--- src/dacfe_pkg.sv ---
// Package with constants and functions of the DAC front end
//==========================================================
// Contract
// - Register whole sample word every rising edge; the register loads only on edges where the buffer offers a word
// - Single-ended variant uses true clock only
// - Ten bits, first input is MSB
// - Invert control low passes bits unchanged
// - Invert high, MSB low inverts nine LSBs
// - Four MSBs decode to fifteen thermometer lines
// - Six LSBs delayed to match decoder path
// - Straight binary, all ones is full scale
// - True plus complement equals full scale
//==========================================================
package dacfe_pkg;
	localparam int    SAMPLE_W     = 10;           // Sample word width
	localparam int    THERMO_BITS  = 4;            // Upper bits decoded
	localparam int    BINARY_BITS  = 6;            // Lower bits passed binary
	localparam int    THERMO_LINES = 15;           // Thermometer lines
	localparam int    FIFO_DEPTH   = 32;           // Buffer depth in words
	localparam int    SYNC_STAGES  = 3;            // Pin synchroniser stages
	localparam logic [9:0] FULL_SCALE  = 10'h3FF;  // Full-scale code
	localparam logic [9:0] RESET_CODE  = 10'h000;  // Code after reset
	localparam logic [8:0] LOW_MASK    = 9'h1FF;   // Nine inverted bits

	// Thermometer decode of the four upper bits
	function automatic logic [14:0] dacfe_thermo(input logic [3:0] v);
		logic [14:0] t;
		t = 15'h0000;
		for (int i = 0; i < THERMO_LINES; i++) begin
			t[i] = (v > i[3:0]);
		end
		return t;
	endfunction : dacfe_thermo

	// Complementary magnitude, steps below full scale
	function automatic logic [9:0] dacfe_compl(input logic [9:0] v);
		return FULL_SCALE - v;
	endfunction : dacfe_compl
endpackage : dacfe_pkg

--- src/dacfe_top.sv ---
// Top of the DAC digital front end: capture, invert, decode, delay
`timescale 1ns/1ns
`default_nettype none
module dacfe_top
	import dacfe_pkg::*;
(
	input  wire logic        MCLK,               // Sample clock, true line
	input  wire logic        RESET_N,            // Synchronous reset, active low
	input  wire logic [9:0]  SAMPLE_BITS,        // Sample word, bit 9 is first input
	input  wire logic        SAMPLE_VALID,       // Source offers a word
	output logic             SAMPLE_READY,       // Buffer can take a word
	input  wire logic        INVERT,             // Quadrature invert pin
	output logic [14:0]      THERMO_SWITCH,      // Upper segment switches
	output logic [5:0]       BINARY_SWITCH,      // Delayed lower switches
	output logic [9:0]       CURRENT_OUT_TRUE,   // Code steered to true output
	output logic [9:0]       CURRENT_OUT_COMPLEMENT, // Code on complement output
	output logic             OUT_STROBE          // New code on switches
);
	//==========================================================
	// Input buffering
	//==========================================================
	logic [9:0] buf_data;     // Word leaving buffer
	logic       buf_valid;    // Buffer not empty
	logic       fifo_ready;   // Buffer not full
	logic       inv_level;    // Synchronised invert level

	// Buffer of sample words; the register drains one word per edge
	dacfe_fifo #(.WIDTH(SAMPLE_W), .DEPTH(FIFO_DEPTH)) u_fifo (
		.clk       (MCLK),
		.rst_n     (RESET_N),
		.in_data   (SAMPLE_BITS),
		.in_valid  (SAMPLE_VALID),
		.in_ready  (fifo_ready),
		.out_data  (buf_data),
		.out_valid (buf_valid),
		.out_ready (1'b1)
	);
	assign SAMPLE_READY = fifo_ready;

	// Invert pin arrives from outside, so it is synchronised
	dacfe_sync u_sync (
		.clk   (MCLK),
		.rst_n (RESET_N),
		.din   (INVERT),
		.dout  (inv_level)
	);

	//==========================================================
	// Inversion and input register
	//==========================================================
	logic [9:0] next_word;    // Word after inversion
	logic [9:0] word;         // Registered word
	logic       word_new;     // Word captured this edge

	// Invert nine lower bits when invert high and MSB low
	always_comb begin
		next_word = buf_data;
		if (inv_level && !buf_data[9]) begin
			next_word = {buf_data[9], buf_data[8:0] ^ LOW_MASK};
		end
	end

	// Register captures full word on rising edges where the buffer offers one, holds otherwise
	always_ff @(posedge MCLK) begin
		if (!RESET_N) begin
			word     <= RESET_CODE;
			word_new <= 1'b0;
		end else begin
			word_new <= buf_valid;
			if (buf_valid) begin
				word <= next_word;
			end
		end
	end

	//==========================================================
	// Decoder and equalising delay
	//==========================================================
	logic [5:0] low_dly;      // Lower bits delayed one stage
	logic       strobe_dly;   // Strobe aligned with decoder

	// Thermometer decode of upper bits
	always_ff @(posedge MCLK) begin
		if (!RESET_N) begin
			THERMO_SWITCH <= 15'h0000;
		end else begin
			THERMO_SWITCH <= dacfe_thermo(word[9:6]);
		end
	end

	// Lower bits and clock marker take equal delay to decoder
	always_ff @(posedge MCLK) begin
		if (!RESET_N) begin
			low_dly    <= 6'h00;
			strobe_dly <= 1'b0;
		end else begin
			low_dly    <= word[5:0];
			strobe_dly <= word_new;
		end
	end
	assign BINARY_SWITCH = low_dly;
	assign OUT_STROBE    = strobe_dly;

	//==========================================================
	// Output current steering
	//==========================================================
	// Straight binary magnitudes on true and complement
	always_ff @(posedge MCLK) begin
		if (!RESET_N) begin
			CURRENT_OUT_TRUE       <= RESET_CODE;
			CURRENT_OUT_COMPLEMENT <= FULL_SCALE;
		end else begin
			CURRENT_OUT_TRUE       <= word;
			CURRENT_OUT_COMPLEMENT <= dacfe_compl(word);
		end
	end

	//==========================================================
	// Assertions
	//==========================================================
	property p_capture;
		@(posedge MCLK) disable iff (!RESET_N)
		buf_valid |=> word == $past(next_word);
	endproperty
	a_capture: assert property (p_capture) else $error("word not captured");

	property p_hold;
		@(posedge MCLK) disable iff (!RESET_N)
		!buf_valid |=> $stable(word);
	endproperty
	a_hold: assert property (p_hold) else $error("word changed without load");

	property p_pass;
		@(posedge MCLK) disable iff (!RESET_N)
		!inv_level |-> next_word == buf_data;
	endproperty
	a_pass: assert property (p_pass) else $error("bits altered while not inverting");

	property p_invert;
		@(posedge MCLK) disable iff (!RESET_N)
		(inv_level && !buf_data[9]) |-> next_word == {1'b0, ~buf_data[8:0]};
	endproperty
	a_invert: assert property (p_invert) else $error("lower bits not inverted");

	property p_msb_kept;
		@(posedge MCLK) disable iff (!RESET_N)
		next_word[9] == buf_data[9];
	endproperty
	a_msb_kept: assert property (p_msb_kept) else $error("msb inverted");

	property p_thermo;
		@(posedge MCLK) disable iff (!RESET_N)
		##1 $countones(THERMO_SWITCH) == int'($past(word[9:6]));
	endproperty
	a_thermo: assert property (p_thermo) else $error("thermometer count wrong");

	property p_align;
		@(posedge MCLK) disable iff (!RESET_N)
		##1 BINARY_SWITCH == $past(word[5:0]) && OUT_STROBE == $past(word_new);
	endproperty
	a_align: assert property (p_align) else $error("lower bits misaligned");

	property p_sum;
		@(posedge MCLK) disable iff (!RESET_N)
		(11'(CURRENT_OUT_TRUE) + 11'(CURRENT_OUT_COMPLEMENT)) == 11'(FULL_SCALE);
	endproperty
	a_sum: assert property (p_sum) else $error("output sum not full scale");

	property p_binary;
		@(posedge MCLK) disable iff (!RESET_N)
		##1 CURRENT_OUT_TRUE == $past(word);
	endproperty
	a_binary: assert property (p_binary) else $error("true output not binary code");

	c_invert: cover property (@(posedge MCLK) disable iff (!RESET_N)
		inv_level && !buf_data[9] && buf_valid);
	c_full: cover property (@(posedge MCLK) disable iff (!RESET_N)
		CURRENT_OUT_TRUE == FULL_SCALE);
	c_stall: cover property (@(posedge MCLK) disable iff (!RESET_N)
		!fifo_ready);
endmodule : dacfe_top
`default_nettype wire

--- src/dacfe_sync.sv ---
// Three-stage synchroniser with agreement check for one pin
`timescale 1ns/1ns
`default_nettype none
module dacfe_sync
	import dacfe_pkg::*;
(
	input  wire logic clk,     // Clock
	input  wire logic rst_n,   // Synchronous reset, active low
	input  wire logic din,     // Asynchronous pin
	output var  logic dout     // Filtered level
);
	logic s1;                  // First stage, read by s2 only
	logic s2;                  // Second stage
	logic s3;                  // Third stage

	// Shift chain and agreement filter
	always_ff @(posedge clk) begin
		if (!rst_n) begin
			s1   <= 1'b0;
			s2   <= 1'b0;
			s3   <= 1'b0;
			dout <= 1'b0;
		end else begin
			s1 <= din;
			s2 <= s1;
			s3 <= s2;
			if (s2 == s3) begin
				dout <= s3;
			end
		end
	end
endmodule : dacfe_sync
`default_nettype wire

--- src/dacfe_fifo.sv ---
// Parameterised FIFO with valid and ready on both sides
`timescale 1ns/1ns
`default_nettype none
module dacfe_fifo
	import dacfe_pkg::*;
#(
	parameter int WIDTH = SAMPLE_W,   // Word width
	parameter int DEPTH = FIFO_DEPTH  // Word count
)(
	input  wire logic             clk,       // Clock
	input  wire logic             rst_n,     // Synchronous reset, active low
	input  wire logic [WIDTH-1:0] in_data,   // Write word
	input  wire logic             in_valid,  // Write request
	output var  logic             in_ready,  // Not full
	output var  logic [WIDTH-1:0] out_data,  // Read word, registered
	output var  logic             out_valid, // Not empty
	input  wire logic             out_ready  // Drain accepts
);
	localparam int AW = $clog2(DEPTH);
	logic [WIDTH-1:0] mem [DEPTH];           // Storage
	logic [AW-1:0]    wp;                    // Write pointer
	logic [AW-1:0]    rp;                    // Read pointer
	logic [AW:0]      cnt;                   // Fill level
	logic             wr;                    // Write happens
	logic             rd;                    // Read happens
	logic [AW:0]      next_cnt;              // Fill level after this edge
	logic [AW-1:0]    next_rp;               // Read pointer after this edge

	assign wr = in_valid && in_ready;
	assign rd = out_valid && out_ready;

	// Fill level and read pointer as they will stand after this edge
	always_comb begin
		next_cnt = cnt + (AW+1)'(wr) - (AW+1)'(rd);
		next_rp  = rp;
		if (rd) begin
			next_rp = (rp == AW'(DEPTH-1)) ? '0 : rp + 1'b1;
		end
	end

	// Storage write
	always_ff @(posedge clk) begin
		if (wr) begin
			mem[wp] <= in_data;
		end
	end

	// Pointers and fill level
	always_ff @(posedge clk) begin
		if (!rst_n) begin
			wp  <= '0;
			rp  <= '0;
			cnt <= '0;
		end else begin
			if (wr) wp <= (wp == AW'(DEPTH-1)) ? '0 : wp + 1'b1;
			rp  <= next_rp;
			cnt <= next_cnt;
		end
	end

	// Registered flags and read word (first-word fall through one cycle late)
	always_ff @(posedge clk) begin
		if (!rst_n) begin
			in_ready  <= 1'b1;
			out_valid <= 1'b0;
			out_data  <= '0;
		end else begin
			in_ready  <= (next_cnt != (AW+1)'(DEPTH));
			// Word at the next read slot written this edge is not readable yet
			out_valid <= (next_cnt != '0) && !(wr && (next_rp == wp));
			out_data  <= mem[next_rp];
		end
	end
endmodule : dacfe_fifo
`default_nettype wire

--- config.mk ---
export PLATFORM = sky130hd
export DESIGN_NAME = dacfe_top
export DESIGN_NICKNAME = d
export VERILOG_FILES = /design/src/dacfe_pkg.sv /design/src/dacfe_top.sv /design/src/dacfe_sync.sv /design/src/dacfe_fifo.sv
export SDC_FILE = /design/constraint.sdc
export NUM_CORES = 1
export LEC_CHECK = 0
export BUFFER_PORTS_ARGS = -buffer_cell sky130_fd_sc_hd__buf_2
export CORE_UTILIZATION = 36
export DETAILED_ROUTE_END_ITERATION = 7
export GPL_TIMING_DRIVEN = 0
export PLACE_DENSITY_LB_ADDON = 0.2
export SETUP_SLACK_MARGIN = 0.05
export SYNTH_ARGS = -nofsm -noshare
export SYNTH_HDL_FRONTEND = slang
export SYNTH_SLANG_ARGS = --single-unit
--- constraint.sdc ---
create_clock -name MCLK -period 5 [get_ports MCLK]
set_input_delay 0.5 -clock MCLK [delete_from_list [all_inputs] [get_ports MCLK]]
set_output_delay 0.5 -clock MCLK [all_outputs]
set_load 0.005 [all_outputs]
**Word level (Yosys, flattened, before mapping)**

Memories as Yosys holds them, arrays and structs flattened. A register that Yosys moved wholly into a read port is not among the register bits.
Index checks and enable logic that the tools add are counted.

- $add $sub $neg: 5
- Multipliers: 0
- Div/mod/pow operators: 0
- Magnitude comparators: 15
- Equal/unequal tests: 5
- Shift operators: 0
- Multiplexer cells: 6
- Bitwise gates (word level): 1
- Reduce and logical (&&, ||, !) cells: 8

Operators by type and width:

| kind | number |
|---|---|
| 4-bit greater-than comparator (second input constant) | 7 |
| 4-bit by 3-bit greater-than comparator with 1-bit output (second input constant) | 4 |
| 5-bit two-way mux | 3 |
| 5-bit by 1-bit adder with 5-bit output (second input constant) | 2 |
| 5-bit equality test (second input constant) | 2 |
| 10-bit subtractor (first input constant) | 1 |
| 9-bit two-way mux | 1 |
| 9-bit inverter | 1 |
| 4-bit by 1-bit greater-than comparator with 1-bit output (second input constant) | 2 |
| 4-bit by 2-bit greater-than comparator with 1-bit output (second input constant) | 2 |
| 6-bit by 1-bit adder with 6-bit output | 1 |
| 6-bit inequality test (second input constant) | 1 |
| 6-bit nonzero test | 1 |
| 6-bit by 1-bit subtractor with 6-bit output | 1 |
| 5-bit equality test | 1 |
| 1-bit logical AND | 4 |
| 1-bit zero test | 3 |
| 1-bit two-way mux | 2 |
| 1-bit equality test | 1 |

- Flip-flop bits (word level): 75
- Latch bits: 0
- Memory bits (writable): 320
- ROM bits: 0
- Output and inout port bits: 43
- Memories: 1

Memories:

| memory | words | width | read ports | clocked after Yosys merged registers in | wr ports | line | RTL |
|---|---|---|---|---|---|---|---|
| u_fifo.mem | 32 | 10 | 1 | 1 | 1 | dacfe_fifo.sv:20 | `logic [WIDTH-1:0] mem [DEPTH];` |

**Depth between registers and ports, before layout**

Gate-level depths: netlist (run 1).

- Depth in word-level cells: 7
- Mapped depth: 11

**Cells and area by module**

A second synthesis (run 1) with hierarchy kept.

- Cell total of the unflattened synthesis: 944
- Area total of the unflattened synthesis: 16188.0 um^2

Modules (own cells, without submodules):

| module | instances | cells an instance | area each (um^2) | sequential area each (um^2) |
|---|---|---|---|---|
| dacfe_fifo | 1 | 784 | 14450.1 | 10169.8 |
| dacfe_top | 1 | 150 | 1621.6 | 940.9 |
| dacfe_sync | 1 | 10 | 116.4 | 80.1 |

**Worst setup path before layout (run 1)**

No wires, ideal clock.

- Kind: register to register
- Start: register u_fifo.rp[0]
- End: register u_fifo.out_data[1] (read register of u_fifo.mem)
- Setup time: 0.134 ns
- Arrival time: 2.421 ns
- Required time: 4.866 ns
- Setup slack: 2.445 ns
- Cell stages (with the launch flop): 9
- Path buffers: 0
- Clock period less this slack: 2.555 ns
- Path through: dfxtp_1 ha_1 and3_1 ha_1 nor3b_4 nor2_2 mux4_2 o211a_1 or4_1

- Word-level cells in the longest chain between the ends: 3
- Elaborated cells on any way between the ends: 4

RTL lines:

| item | line | RTL |
|---|---|---|
| start: declaration | dacfe_fifo.sv:22 | `logic [AW-1:0] rp;` |
| start signal: assignment | dacfe_fifo.sv:56 | `rp <= next_rp;` |
| 5-bit by 1-bit adder with 5-bit output or 5-bit equality test (tied branches) | dacfe_fifo.sv:37 | `next_rp = (rp == AW'(DEPTH-1)) ? '0 : rp + 1'b1;` |
| 5-bit two-way mux | dacfe_fifo.sv:37 |  |
| 5-bit two-way mux (*) | dacfe_fifo.sv:36 | `if (rd) begin` |
| end: declaration | dacfe_fifo.sv:15 | `output var logic [WIDTH-1:0] out_data,` |

Mark *: on every way between the ends. The rest lies on a longest branch, timed or not.
A chain may end at the register's enable or synchronous reset.

**Worst setup path in the final report (run 1)**

- Start: register u_fifo.rp[0]
- End: register u_fifo.out_data[2] (read register of u_fifo.mem)

The elaborated chain is that of the path after synthesis.

==> results.md, run 1 <==
- Netlist cell types: 66
- Seq/Total Area, Yosys: 0.702
- IO buf count: 56
- GR Overflow Total: 0
- Slew headroom: 0.0720
- Async S/R FF share, synth: 0
- WP data required: 5.40 ns
- Detailed placement HPWL: 29.9 mm
- Starting Density: 0.368
- DIE AREA: 0.0451 mm2
- Share of the synthesized area in the top cell type: 0.603
- CTS tree: built
- Worst ir drop on vdd: 0.000311 V
- CP arrival: 4.83 ns
- Sinks on Clock Net: 399
- Routed vias/inst: 5.42
- Outcome: finished, final reports clean
- Syn_area_per_cell: 13.8 um2
- YS warnings: 0
- First-pass GRT wire length: 66.0 mm
- Syn Std Cell Area: 0.0159 mm2
- Setup CP Type: flop to flop
- Most frequent cells in the layout: edfxtp_1, nand2_1, buf_2
- Max-Cap Viols: 0
- Worst path slowest cell: nand4_1
- Area Overhead vs Synth: 15.3%
- DIE HEIGHT: 212 um
- Seq pwr share: 0.399
- DR WL/cell: 23.9 um
- Most common cell after layout, fill and taps aside: edfxtp_1
- Initial DRC count: 918
- IO Pins: 57
- Slew Limit Fails: 0
- PwrDens: 524 mW/mm2
- Cts hold-fix bufs: 0
- Area contributors post-synth: edfxtp_1, dfxtp_1, nand2_1
- Final Skew: 0.0176 ns
- Fin crit period: 4.43 ns
- Max incr delay on CP: 0.80 ns
- Number of gates resized after CTS: 0
- Top FF cell, synth: edfxtp_1
- Worst hold margin: 0.182 ns
- Clk pin slew, worst setup/hold paths: 0.06 ns
- Switching pwr: 0.00314 W
- LEAKAGE: 6.24 nW
- Setup TNS: 0 ns
- Setup Viol. Count Final: 0
- Comb pwr share: 0.274
- Final wirelength: 44.9 mm
- Hold Path Class: input port to flop
- Crit. End Element: flop
- GRT Util Overall: 0.202
- Fmax: 226 MHz
- Initial antenna violation count: 2
- Post-synth EDFFs: 320
- Fraction of layout cells with a size suffix above 1: 0.158
- Max Buffers Root-to-Sink: 3
- Worst setup SP type: flop
- Clock latency on the worst-skew pair: 0.56 ns
- Crit Path Max Fanout: 10
- Site Rows: 76
- Nets@finish: 1,287
- DR vias: 10.2k
- Synth Register Bits: 399
- CTS Buf Count: 43
- Die width: 212 um
- Internal Power: 0.00650 W
- Largest net degree at the start of global routing: 33
- CTS HTree Levels: 2
- DR pass1 iterations: 5
- Worst Tran Pin Value: 1.39 ns
- # diodes: 0
- Final period util: 0.886
- Residual DRC count: 0
- Post-synthesis instance total: 1,155
- Area leader, netlist: edfxtp_1
- RSZ-0062 raised after global routing: no
- Post-DRT Antenna Nets: 0
- Gpl congestion: 0.913
- Switching Share: 0.325
- Clock network fraction of total power: 0.327
- Post-CTS Setup Bufs: 0
- Final Hold Fails: 0
- Clock root cell: clkbuf_16
- Critical path, cell by cell: ha_1, and3_1, ha_1, clkbuf_1, a22o_1, clkbuf_1, nand4_1, a211oi_1, a311oi_1, o211ai_1
- Core box area: 0.0434 mm2
- Vias in the first global route: 9,758
- Syn nets: 1,183
logic make-up (layout without fill, tap and decap cells):
family | count (synthesis) | in the layout | synth area share
AOI/OAI and AO/OA | 251 | 251 | 0.109
xor gates and xnor gates | 19 | 19 | 0.0104
adders and majority gates | 14 | 14 | 0.0115
buffers and inverters | 101 | 240 | 0.0290
DFF | 399 | 399 | 0.702
muxes | 40 | 40 | 0.0353
and+or+nand+nor | 331 | 331 | 0.103
per-stage QoR:
| stage | setup WS (ns) | cells | power [W] | utilization | cell area [um2] |
|---|---|---|---|---|---|
| after floorplan | 2.44 | 1155 | 0.00558 | - | 15900 |
| after global placement | 0.669 | 1796 | 0.00652 | 0.391 | 17000 |
| after detailed placement | 0.614 | 1799 | 0.00655 | 0.392 | 17000 |
| after CTS | 0.583 | 1879 | 0.00970 | 0.424 | 18400 |
| after global routing | 0.456 | 1879 | 0.0100 | 0.424 | 18400 |
| final | 0.570 | 1879 | 0.00964 | 0.424 | 18400 |
power groups by stage:
stage | sequential [W] | combinational (W) | clock (W)
after floorplan | 0.00391 | 0.00168 | 0
final | 0.00385 | 0.00264 | 0.00316
after CTS | 0.00385 | 0.00265 | 0.00320
after detailed placement | 0.00392 | 0.00263 | 0
after global placement | 0.00391 | 0.00261 | 0
after global routing | 0.00386 | 0.00285 | 0.00333
area by class of cell:
| class | instances | area (um2) |
|---|---|---|
| Clock inverter | 30 | 264 |
| Timing Repair Buffer | 59 | 310 |
| Inverter | 31 | 116 |
| Tap cell | 585 | 732 |
| Multi-Input combinational cell | 655 | 4300 |
| Fill cell | 4035 | 25000 |
| Buffer | 70 | 347 |
| Clock buffer | 50 | 1120 |
| Sequential cell | 399 | 11200 |
sequential cells by signal (all words and copies together), names as in the netlist:
name                    flops
THERMO_SWITCH              15
BINARY_SWITCH               5
u_fifo.out_valid            1
u_fifo.cnt                  6
word_new                    1
u_sync.s3                   1
u_fifo.out_data            10
u_sync.s1                   1
u_sync.s2                   1
u_fifo.wp                   5
CURRENT_OUT_TRUE            5
u_fifo.mem                320
word                       10
u_fifo.in_ready             1
u_fifo.rp                   5
CURRENT_OUT_COMPLEMENT     10
u_sync.dout                 1
OUT_STROBE                  1
worst max-delay path, delay by kind of cell, from the launching register on:
| kind | cells | cell delay (ns) |
|---|---|---|
| AOI/OAI and AO/OA | 4 | 1.34 |
| DFF | 1 | 0.33 |
| and+or+nand+nor | 2 | 0.99 |
| buffers and inverters | 2 | 1.08 |
| adders and majority gates | 2 | 0.51 |
cells in the mapped netlist, types with 4 or more instances:
library cell,count
a211oi_1,37
a311oi_1,12
clkbuf_1,23
edfxtp_1,320
ha_1,13
o211ai_1,8
o32ai_1,7
mux4_2,12
mux2_2,10
buf_4,11
nor2_1,65
o22ai_1,38
o32a_1,6
a22oi_1,29
a211o_1,5
a21o_1,5
nand4_1,5
and3_1,7
nor2b_1,11
and2_1,47
nand3b_1,6
inv_1,30
a21boi_0,4
a31oi_1,8
buf_1,7
a22o_1,6
nand3_1,32
mux2i_1,18
o21ai_0,55
buf_2,28
a21oi_1,14
nand2_1,84
dfxtp_1,79
xnor2_1,16
nor3_1,49
routing by layer:
metal  wire, um  global-route usage  part of all wire  up-vias
met5          0                   0                 0        -
met4        999              0.0576             0.022        0
met3       2540              0.0307             0.057       65
met2      21700               0.337              0.48      335
met1      19700               0.273              0.44     5159
li1           -                   -                 -     4627
worst paths after layout:
check,from,to,slack [ns],cells after the start
worst max-delay path,u_fifo.rp[0],u_fifo.out_data[2],0.57,10
worst min register to register,word[4],CURRENT_OUT_COMPLEMENT[4],0.41,1
worst min-delay path,INVERT,u_sync.s1,0.18,2
worst max register to register,u_fifo.rp[0],u_fifo.out_data[2],0.57,10
Note: power is estimated with default switching activity, not from simulation.
==> inputs of run 2 (changes only) <==
--- a/config.mk
+++ b/config.mk
@@ -6,10 +6,12 @@
 export NUM_CORES = 1
 export LEC_CHECK = 0
 export BUFFER_PORTS_ARGS = -buffer_cell sky130_fd_sc_hd__buf_2
+export CAP_MARGIN = 30
 export CORE_UTILIZATION = 36
 export DETAILED_ROUTE_END_ITERATION = 7
 export GPL_TIMING_DRIVEN = 0
 export PLACE_DENSITY_LB_ADDON = 0.2
+export REMOVE_ABC_BUFFERS = 1
 export SETUP_SLACK_MARGIN = 0.05
 export SYNTH_ARGS = -nofsm -noshare
 export SYNTH_HDL_FRONTEND = slang
==> run 2 against run 1 <==
  * Fmax decreased by 4.8%
  * Critical path depth is 2 higher
  * Clock power barely moved
  * Sequential cell count is the same
==> results.md, run 2 (synthesis gave the netlist of run 1 again) <==
- Largest register by flop count: u_fifo.mem (unchanged)
- RR Endpoint: u_fifo.out_data[3] (was u_fifo.out_data[2])
- Initial DRC count: 956 (was 918)
- Biggest regs: u_fifo.mem (320), THERMO_SWITCH (15) (unchanged)
- Final period util: 0.931 (was 0.886)
- DR WL/cell: 22.4 um (was 23.9 um)
- Cell Area, Placed: 0.0171 mm2 (was 0.0170 mm2)
- Slew Limit Fails: 0 (unchanged)
- WP data required: 5.34 ns (was 5.40 ns)
- Critical path, cell by cell: buf_16, ha_1, and3_1, ha_2, nor3b_4, nor2_4, buf_12, buf_12, buf_16, mux4_2, a311oi_1, o211ai_1 (was ha_1, and3_1, ha_1, clkbuf_1, a22o_1, clkbuf_1, nand4_1, a211oi_1, a311oi_1, o211ai_1)
- Clock root cell: clkbuf_16 (unchanged)
- First-pass GRT wire length: 61.7 mm (was 66.0 mm)
- Clock network fraction of total power: 0.328 (was 0.327)
- Nets@finish: 1,250 (was 1,287)
- CTS HTree Levels: 2 (unchanged)
- Hold Path Class: input port to flop (unchanged)
- Seq pwr share: 0.406 (was 0.399)
- IO Pins: 57 (unchanged)
- Number of flip-flops in the largest register: 320 (unchanged)
- Setup CP Type: flop to flop (unchanged)
- R2R Setup Slk: 0.35 ns (was 0.57 ns)
- CTS tree: built (unchanged)
- GRT Util Overall: 0.186 (was 0.202)
- Final instance area: 0.0185 mm2 (was 0.0184 mm2)
- Grt met3 use: 0.0355 (was 0.0307)
- Sinks on Clock Net: 399 (unchanged)
- Worst setup SP type: flop (unchanged)
- Met1 GRT Util: 0.266 (was 0.273)
- Starting Density: 0.368 (unchanged)
- Post-DRT Antenna Nets: 0 (unchanged)
- Switching pwr: 0.00297 W (was 0.00314 W)
- Gpl congestion: 0.871 (was 0.913)
- Post-CTS Setup Bufs: 0 (unchanged)
- IO buf count: 56 (unchanged)
- GR Util met2: 0.284 (was 0.337)
- CP arrival: 4.99 ns (was 4.83 ns)
- Clk pin slew, worst setup/hold paths: 0.06 ns (about the same)
- DIE AREA: 0.0451 mm2 (unchanged)
- Worst ir drop on vdd: 0.000210 V (was 0.000311 V)
- Fmax: 215 MHz (was 226 MHz)
- Core box area: 0.0434 mm2 (unchanged)
- Fraction of layout cells with a size suffix above 1: 0.160 (was 0.158)
- Initial antenna violation count: 0 (was 2)
- Setup crit end: u_fifo.out_data[3] (was u_fifo.out_data[2])
- Switching Share: 0.310 (was 0.325)
- Worst Tran Pin Value: 1.13 ns (was 1.39 ns)
- Internal Power: 0.00661 W (was 0.00650 W)
- Post-route total power: 0.00958 W (was 0.00964 W)
- Slew headroom: 0.250 (was 0.0720)
- Fin crit period: 4.65 ns (was 4.43 ns)
- Max Buffers Root-to-Sink: 3 (unchanged)
- Global routing's busiest layer: met2 (unchanged)
- Most common cell after layout, fill and taps aside: edfxtp_1 (unchanged)
- Final Skew: 0.0137 ns (was 0.0176 ns)
- Worst path slowest cell: dfxtp_1 (was nand4_1)
- LEAKAGE: 6.29 nW (was 6.24 nW)
- Residual DRC count: 0 (unchanged)
- Crit Path Max Fanout: 27 (was 10)
- Comb pwr share: 0.266 (was 0.274)
- RSZ-0062 raised after global routing: no (unchanged)
- Vias in the first global route: 9,636 (was 9,758)
- Clock latency on the worst-skew pair: 0.55 ns (was 0.56 ns)
- Setup Viol. Count Final: 0 (unchanged)
- Cts hold-fix bufs: 0 (unchanged)
- # diodes: 0 (unchanged)
- CTS Buf Count: 42 (was 43)
- Placed insts: 1,760 (was 1,799)
- Reg2reg start: u_fifo.rp[0] (unchanged)
- Die width: 212 um (unchanged)
- GR Overflow Total: 0 (unchanged)
- Max incr delay on CP: 0.71 ns (was 0.80 ns)
- Site Rows: 76 (unchanged)
- Final wirelength: 41.2 mm (was 44.9 mm)
- DR vias: 9,897 (was 10.2k)
- Max-Cap Viols: 0 (unchanged)
- DR pass1 iterations: 5 (unchanged)
- Detailed placement HPWL: 25.6 mm (was 29.9 mm)
- Critical path depth: 12 (was 10)
- R2R depth: 12 (was 10)
- Crit-path leading delay family: compound AO/OA/AOI/OAI gates (unchanged)
- Area Overhead vs Synth: 16.2% (was 15.3%)
- Crit. End Element: flop (unchanged)
- Outcome: finished, final reports clean (unchanged)
- Routed vias/inst: 5.38 (was 5.42)
- Final Hold Fails: 0 (unchanged)
- PwrDens: 517 mW/mm2 (was 524 mW/mm2)
- Fin cells: 1,839 (was 1,879)
- Most frequent cells in the layout: edfxtp_1, nand2_1, dfxtp_1 (was edfxtp_1, nand2_1, buf_2)
- Worst Setup SP: u_fifo.rp[0] (unchanged)
- DIE HEIGHT: 212 um (unchanged)
- Worst Path Buf+Inv: 4 (was 2)
- Largest net degree at the start of global routing: 69 (was 33)
## run 2: final cells by class
| type | count | area, um2 |
|---|---|---|
| clock buffers | 55 | 1190 |
| clock inverters | 21 | 200 |
| fillers | 3997 | 24800 |
| repair buffers | 92 | 752 |
| inverters | 31 | 116 |
| multi-input cells | 656 | 4350 |
| flip-flops and latches | 399 | 11200 |
| well taps | 585 | 732 |
## run 2: routing by layer
layer  routed length, um  vias to the layer above
li1                    -                     4550
met1               19100                     4970
met2               18600                      306
met3                2480                       71
met4                 999                        0
met5                   0                        -
## run 2: repair_timing
item / 4_1_cts / 5_1_grt
pin swaps: 1 / 0
endpoints found under the setup margin: 4 / 4
endpoints found under the hold margin: 0 / 0
cloned: 1 / 0
gates resized for setup: 0 / 2
## run 2: worst min-delay path by stage
| stage | endpoint | slack [ns] | cells after the start | start |
|---|---|---|---|---|
| after floorplan | CURRENT_OUT_COMPLEMENT[0] | 0.38 | 1 | word[0] |
| after global placement | CURRENT_OUT_COMPLEMENT[4] | 0.39 | 1 | word[4] |
| after detailed placement | CURRENT_OUT_COMPLEMENT[4] | 0.40 | 1 | word[4] |
| after CTS | u_sync.s1 | 0.14 | 2 | INVERT |
| after global routing | u_sync.s1 | 0.15 | 2 | INVERT |
| final | u_sync.s1 | 0.17 | 2 | INVERT |
## run 2: power by group through the flow
stage | Sequential [W] | Clock (W) | Combinational (W)
2_1_floorplan | 0.00396 | 0 | 0.00147
3_3_place_gp | 0.00401 | 0 | 0.00230
3_5_place_dp | 0.00396 | 0 | 0.00255
4_1_cts | 0.00389 | 0.00321 | 0.00257
5_1_grt | 0.00391 | 0.00334 | 0.00279
6_report | 0.00389 | 0.00314 | 0.00255
## run 2: through the flow
step	util	hold WS [ns]	setup WS (ns)	TNS, ns
6_report	0.427	0.167	0.347	0
5_1_grt	0.427	0.154	0.137	0
4_1_cts	0.427	0.138	0.0855	0
3_5_place_dp	0.395	0.399	-0.169	-0.514
3_3_place_gp	0.383	0.392	-4.10	-40.62
2_1_floorplan	-	0.383	-0.208	-0.208
==> inputs of run 3 (changes only) <==
--- a/config.mk
+++ b/config.mk
@@ -11,7 +11,6 @@
 export DETAILED_ROUTE_END_ITERATION = 7
 export GPL_TIMING_DRIVEN = 0
 export PLACE_DENSITY_LB_ADDON = 0.2
-export REMOVE_ABC_BUFFERS = 1
 export SETUP_SLACK_MARGIN = 0.05
 export SYNTH_ARGS = -nofsm -noshare
 export SYNTH_HDL_FRONTEND = slang
==> run 3 against run 2 <==
  * Via count rose by 4.0%
  * Critical path type unchanged
  * Count of clock-buffer cells in the layout is 3 higher
  * Worst setup slack better by 0.25 ns
  * Fmax rose by 5.6%
  * Utilization up 0.46 points
  * Critical endpoint is now u_fifo.out_data[2]
  * Largest power group unchanged
  * Critical path depth decreased by 2
  * Combinational power rose by 4%
  * Largest cell class unchanged
==> results.md, run 3 (synthesis gave the netlist of run 1 again) <==
- Slew headroom: 0.340 (was 0.250)
- Fin crit period: 4.41 ns (was 4.65 ns)
- Post-DRT Antenna Nets: 0 (unchanged)
- WP data required: 5.38 ns (was 5.34 ns)
- Outcome: finished, final reports clean (unchanged)
- Routed vias/inst: 5.39 (was 5.38)
- Max-Cap Viols: 0 (unchanged)
- Most frequent cells in the layout: edfxtp_1, buf_2, nand2_1 (was edfxtp_1, nand2_1, dfxtp_1)
- Setup TNS: 0 ns (unchanged)
- Internal Power: 0.00659 W (was 0.00661 W)
- Critical path, cell by cell: ha_1, and3_1, ha_1, clkbuf_1, a22o_1, clkbuf_1, nand4_1, a211oi_1, a311oi_1, o211ai_1 (was buf_16, ha_1, and3_1, ha_2, nor3b_4, nor2_4, buf_12, buf_12, buf_16, mux4_2, a311oi_1, o211ai_1)
- Crit Path Max Fanout: 10 (was 27)
- CP arrival: 4.79 ns (was 4.99 ns)
- DR pass1 iterations: 5 (unchanged)
- Final Hold Fails: 0 (unchanged)
- Number of gates resized after CTS: 0 (unchanged)
- Switching pwr: 0.00311 W (was 0.00297 W)
- CTS HTree Levels: 2 (unchanged)
- First-pass GRT wire length: 66.4 mm (was 61.7 mm)
- Max Buffers Root-to-Sink: 3 (unchanged)
- Area Overhead vs Synth: 17.4% (was 16.2%)
- Crit. End Element: flop (unchanged)
- Clock network fraction of total power: 0.330 (was 0.328)
- Met3 WL: 2.74 mm (was 2.48 mm)
- Fraction of layout cells with a size suffix above 1: 0.177 (was 0.160)
- Hold Path Class: input port to flop (unchanged)
- Seq pwr share: 0.396 (was 0.406)
- DR vias: 10.3k (was 9,897)
- Die width: 212 um (unchanged)
- # diodes: 0 (unchanged)
- GRT Util Overall: 0.203 (was 0.186)
- LEAKAGE: 6.46 nW (was 6.29 nW)
- DIE AREA: 0.0451 mm2 (unchanged)
- Biggest regs: u_fifo.mem (320), THERMO_SWITCH (15) (unchanged)
- Cts hold-fix bufs: 0 (unchanged)
- Residual DRC count: 0 (unchanged)
- Worst Hold Launch: INVERT (unchanged)
- GR Overflow Total: 0 (unchanged)
- RSZ-0062 raised after global routing: no (unchanged)
- Most common cell after layout, fill and taps aside: edfxtp_1 (unchanged)
- CTS Buf Count: 43 (was 42)
- Comb pwr share: 0.273 (was 0.266)
- IO buf count: 56 (unchanged)
- Fmax: 227 MHz (was 215 MHz)
- Sinks on Clock Net: 399 (unchanged)
- Worst hold margin: 0.181 ns (was 0.167 ns)
- DR WL met2: 21.3 mm (was 18.6 mm)
- Final core occ: 0.432 (was 0.427)
- Detailed placement HPWL: 31.1 mm (was 25.6 mm)
- Largest net degree at the start of global routing: 33 (was 69)
- Post-CTS Setup Bufs: 0 (unchanged)
- Worst path slowest cell: nand4_1 (was dfxtp_1)
- Worst Tran Pin Value: 0.966 ns (was 1.13 ns)
- Cell Area, Placed: 0.0173 mm2 (was 0.0171 mm2)
- Number of flip-flops in the largest register: 320 (unchanged)
- Vias in the first global route: 9,924 (was 9,636)
- Slew Limit Fails: 0 (unchanged)
- Met1 Wirelength: 19.7 mm (was 19.1 mm)
- Starting Density: 0.368 (unchanged)
- Setup Viol. Count Final: 0 (unchanged)
- Clock root cell: clkbuf_16 (unchanged)
- DR WL/cell: 23.6 um (was 22.4 um)
- Crit-path leading delay family: compound AO/OA/AOI/OAI gates (unchanged)
- Worst Path Buf+Inv: 2 (was 4)
- Clk pin slew, worst setup/hold paths: 0.06 ns (about the same)
- Placed insts: 1,830 (was 1,760)
- Worst Setup SP: u_fifo.rp[0] (unchanged)
- Worst ir drop on vdd: 0.000284 V (was 0.000210 V)
- Site Rows: 76 (unchanged)
- PwrDens: 518 mW/mm2 (was 517 mW/mm2)
- Highest metal used: met4 (unchanged)
- Nets@finish: 1,318 (was 1,250)
- Largest register by flop count: u_fifo.mem (unchanged)
- Final Skew: 0.0184 ns (was 0.0137 ns)
- Reg2reg start: u_fifo.rp[0] (unchanged)
- Clock latency on the worst-skew pair: 0.56 ns (was 0.55 ns)
- CTS tree: built (unchanged)
- DIE HEIGHT: 212 um (unchanged)
- Initial DRC count: 1,023 (was 956)
- IO Pins: 57 (unchanged)
- Core box area: 0.0434 mm2 (unchanged)
- Final wirelength: 45.0 mm (was 41.2 mm)
- Max incr delay on CP: 0.77 ns (was 0.71 ns)
- Setup CP Type: flop to flop (unchanged)
- Gpl congestion: 0.913 (was 0.871)
- Fin cells: 1,909 (was 1,839)
- Final instance area: 0.0187 mm2 (was 0.0185 mm2)
- Final period util: 0.881 (was 0.931)
- Switching Share: 0.321 (was 0.310)
- Worst setup SP type: flop (unchanged)
- Initial antenna violation count: 1 (was 0)
==> run 3: changes by cell type in the layout (fill, tap and decap cells not counted), sizes merged <==
cell / before / now
bufinv: 4 / 3
buf: 92 / 137
nor2: 67 / 66
clkbuf: 55 / 81
clkinv: 17 / 18
==> run 3: through the flow <==
step | power, W | worst slack (ns)
finish | 0.00970 | 0.593
global route | 0.0101 | 0.453
CTS | 0.00975 | 0.623
detailed placement | 0.00656 | 0.649
global placement | 0.00652 | 0.669
floorplan | 0.00558 | 2.44
==> run 3: worst paths after layout <==
| path | end | slack [ns] | cells after the start |
|---|---|---|---|
| max reg2reg | u_fifo.out_data[2] | 0.59 | 10 |
| max | u_fifo.out_data[2] | 0.59 | 10 |
| min | u_sync.s1 | 0.18 | 2 |
| min reg2reg | CURRENT_OUT_COMPLEMENT[4] | 0.41 | 1 |
==> run 3: layout make-up <==
cell class / instances / area [um2]
plain buffers: 70 / 347
clock buffers: 58 / 1250
clock inverters: 21 / 185
fillers: 4008 / 24600
inverters: 31 / 116
multi-input cells: 655 / 4300
flip-flops and latches: 399 / 11200
well taps: 585 / 732
repair buffers: 90 / 608
==> run 3: power by group through the flow <==
stage / Sequential, W / Clock (W) / Combinational [W]
after floorplan: 0.00391 / 0 / 0.00168
after global placement: 0.00391 / 0 / 0.00261
after detailed placement: 0.00392 / 0 / 0.00264
after CTS: 0.00385 / 0.00325 / 0.00265
after global routing: 0.00387 / 0.00338 / 0.00286
final: 0.00385 / 0.00320 / 0.00265
==> run 3: routing by layer <==
layer	vias up	global-route usage
met5	-	0
met4	0	0.0623
met3	75	0.0269
met2	397	0.333
met1	5127	0.279
li1	4689	-
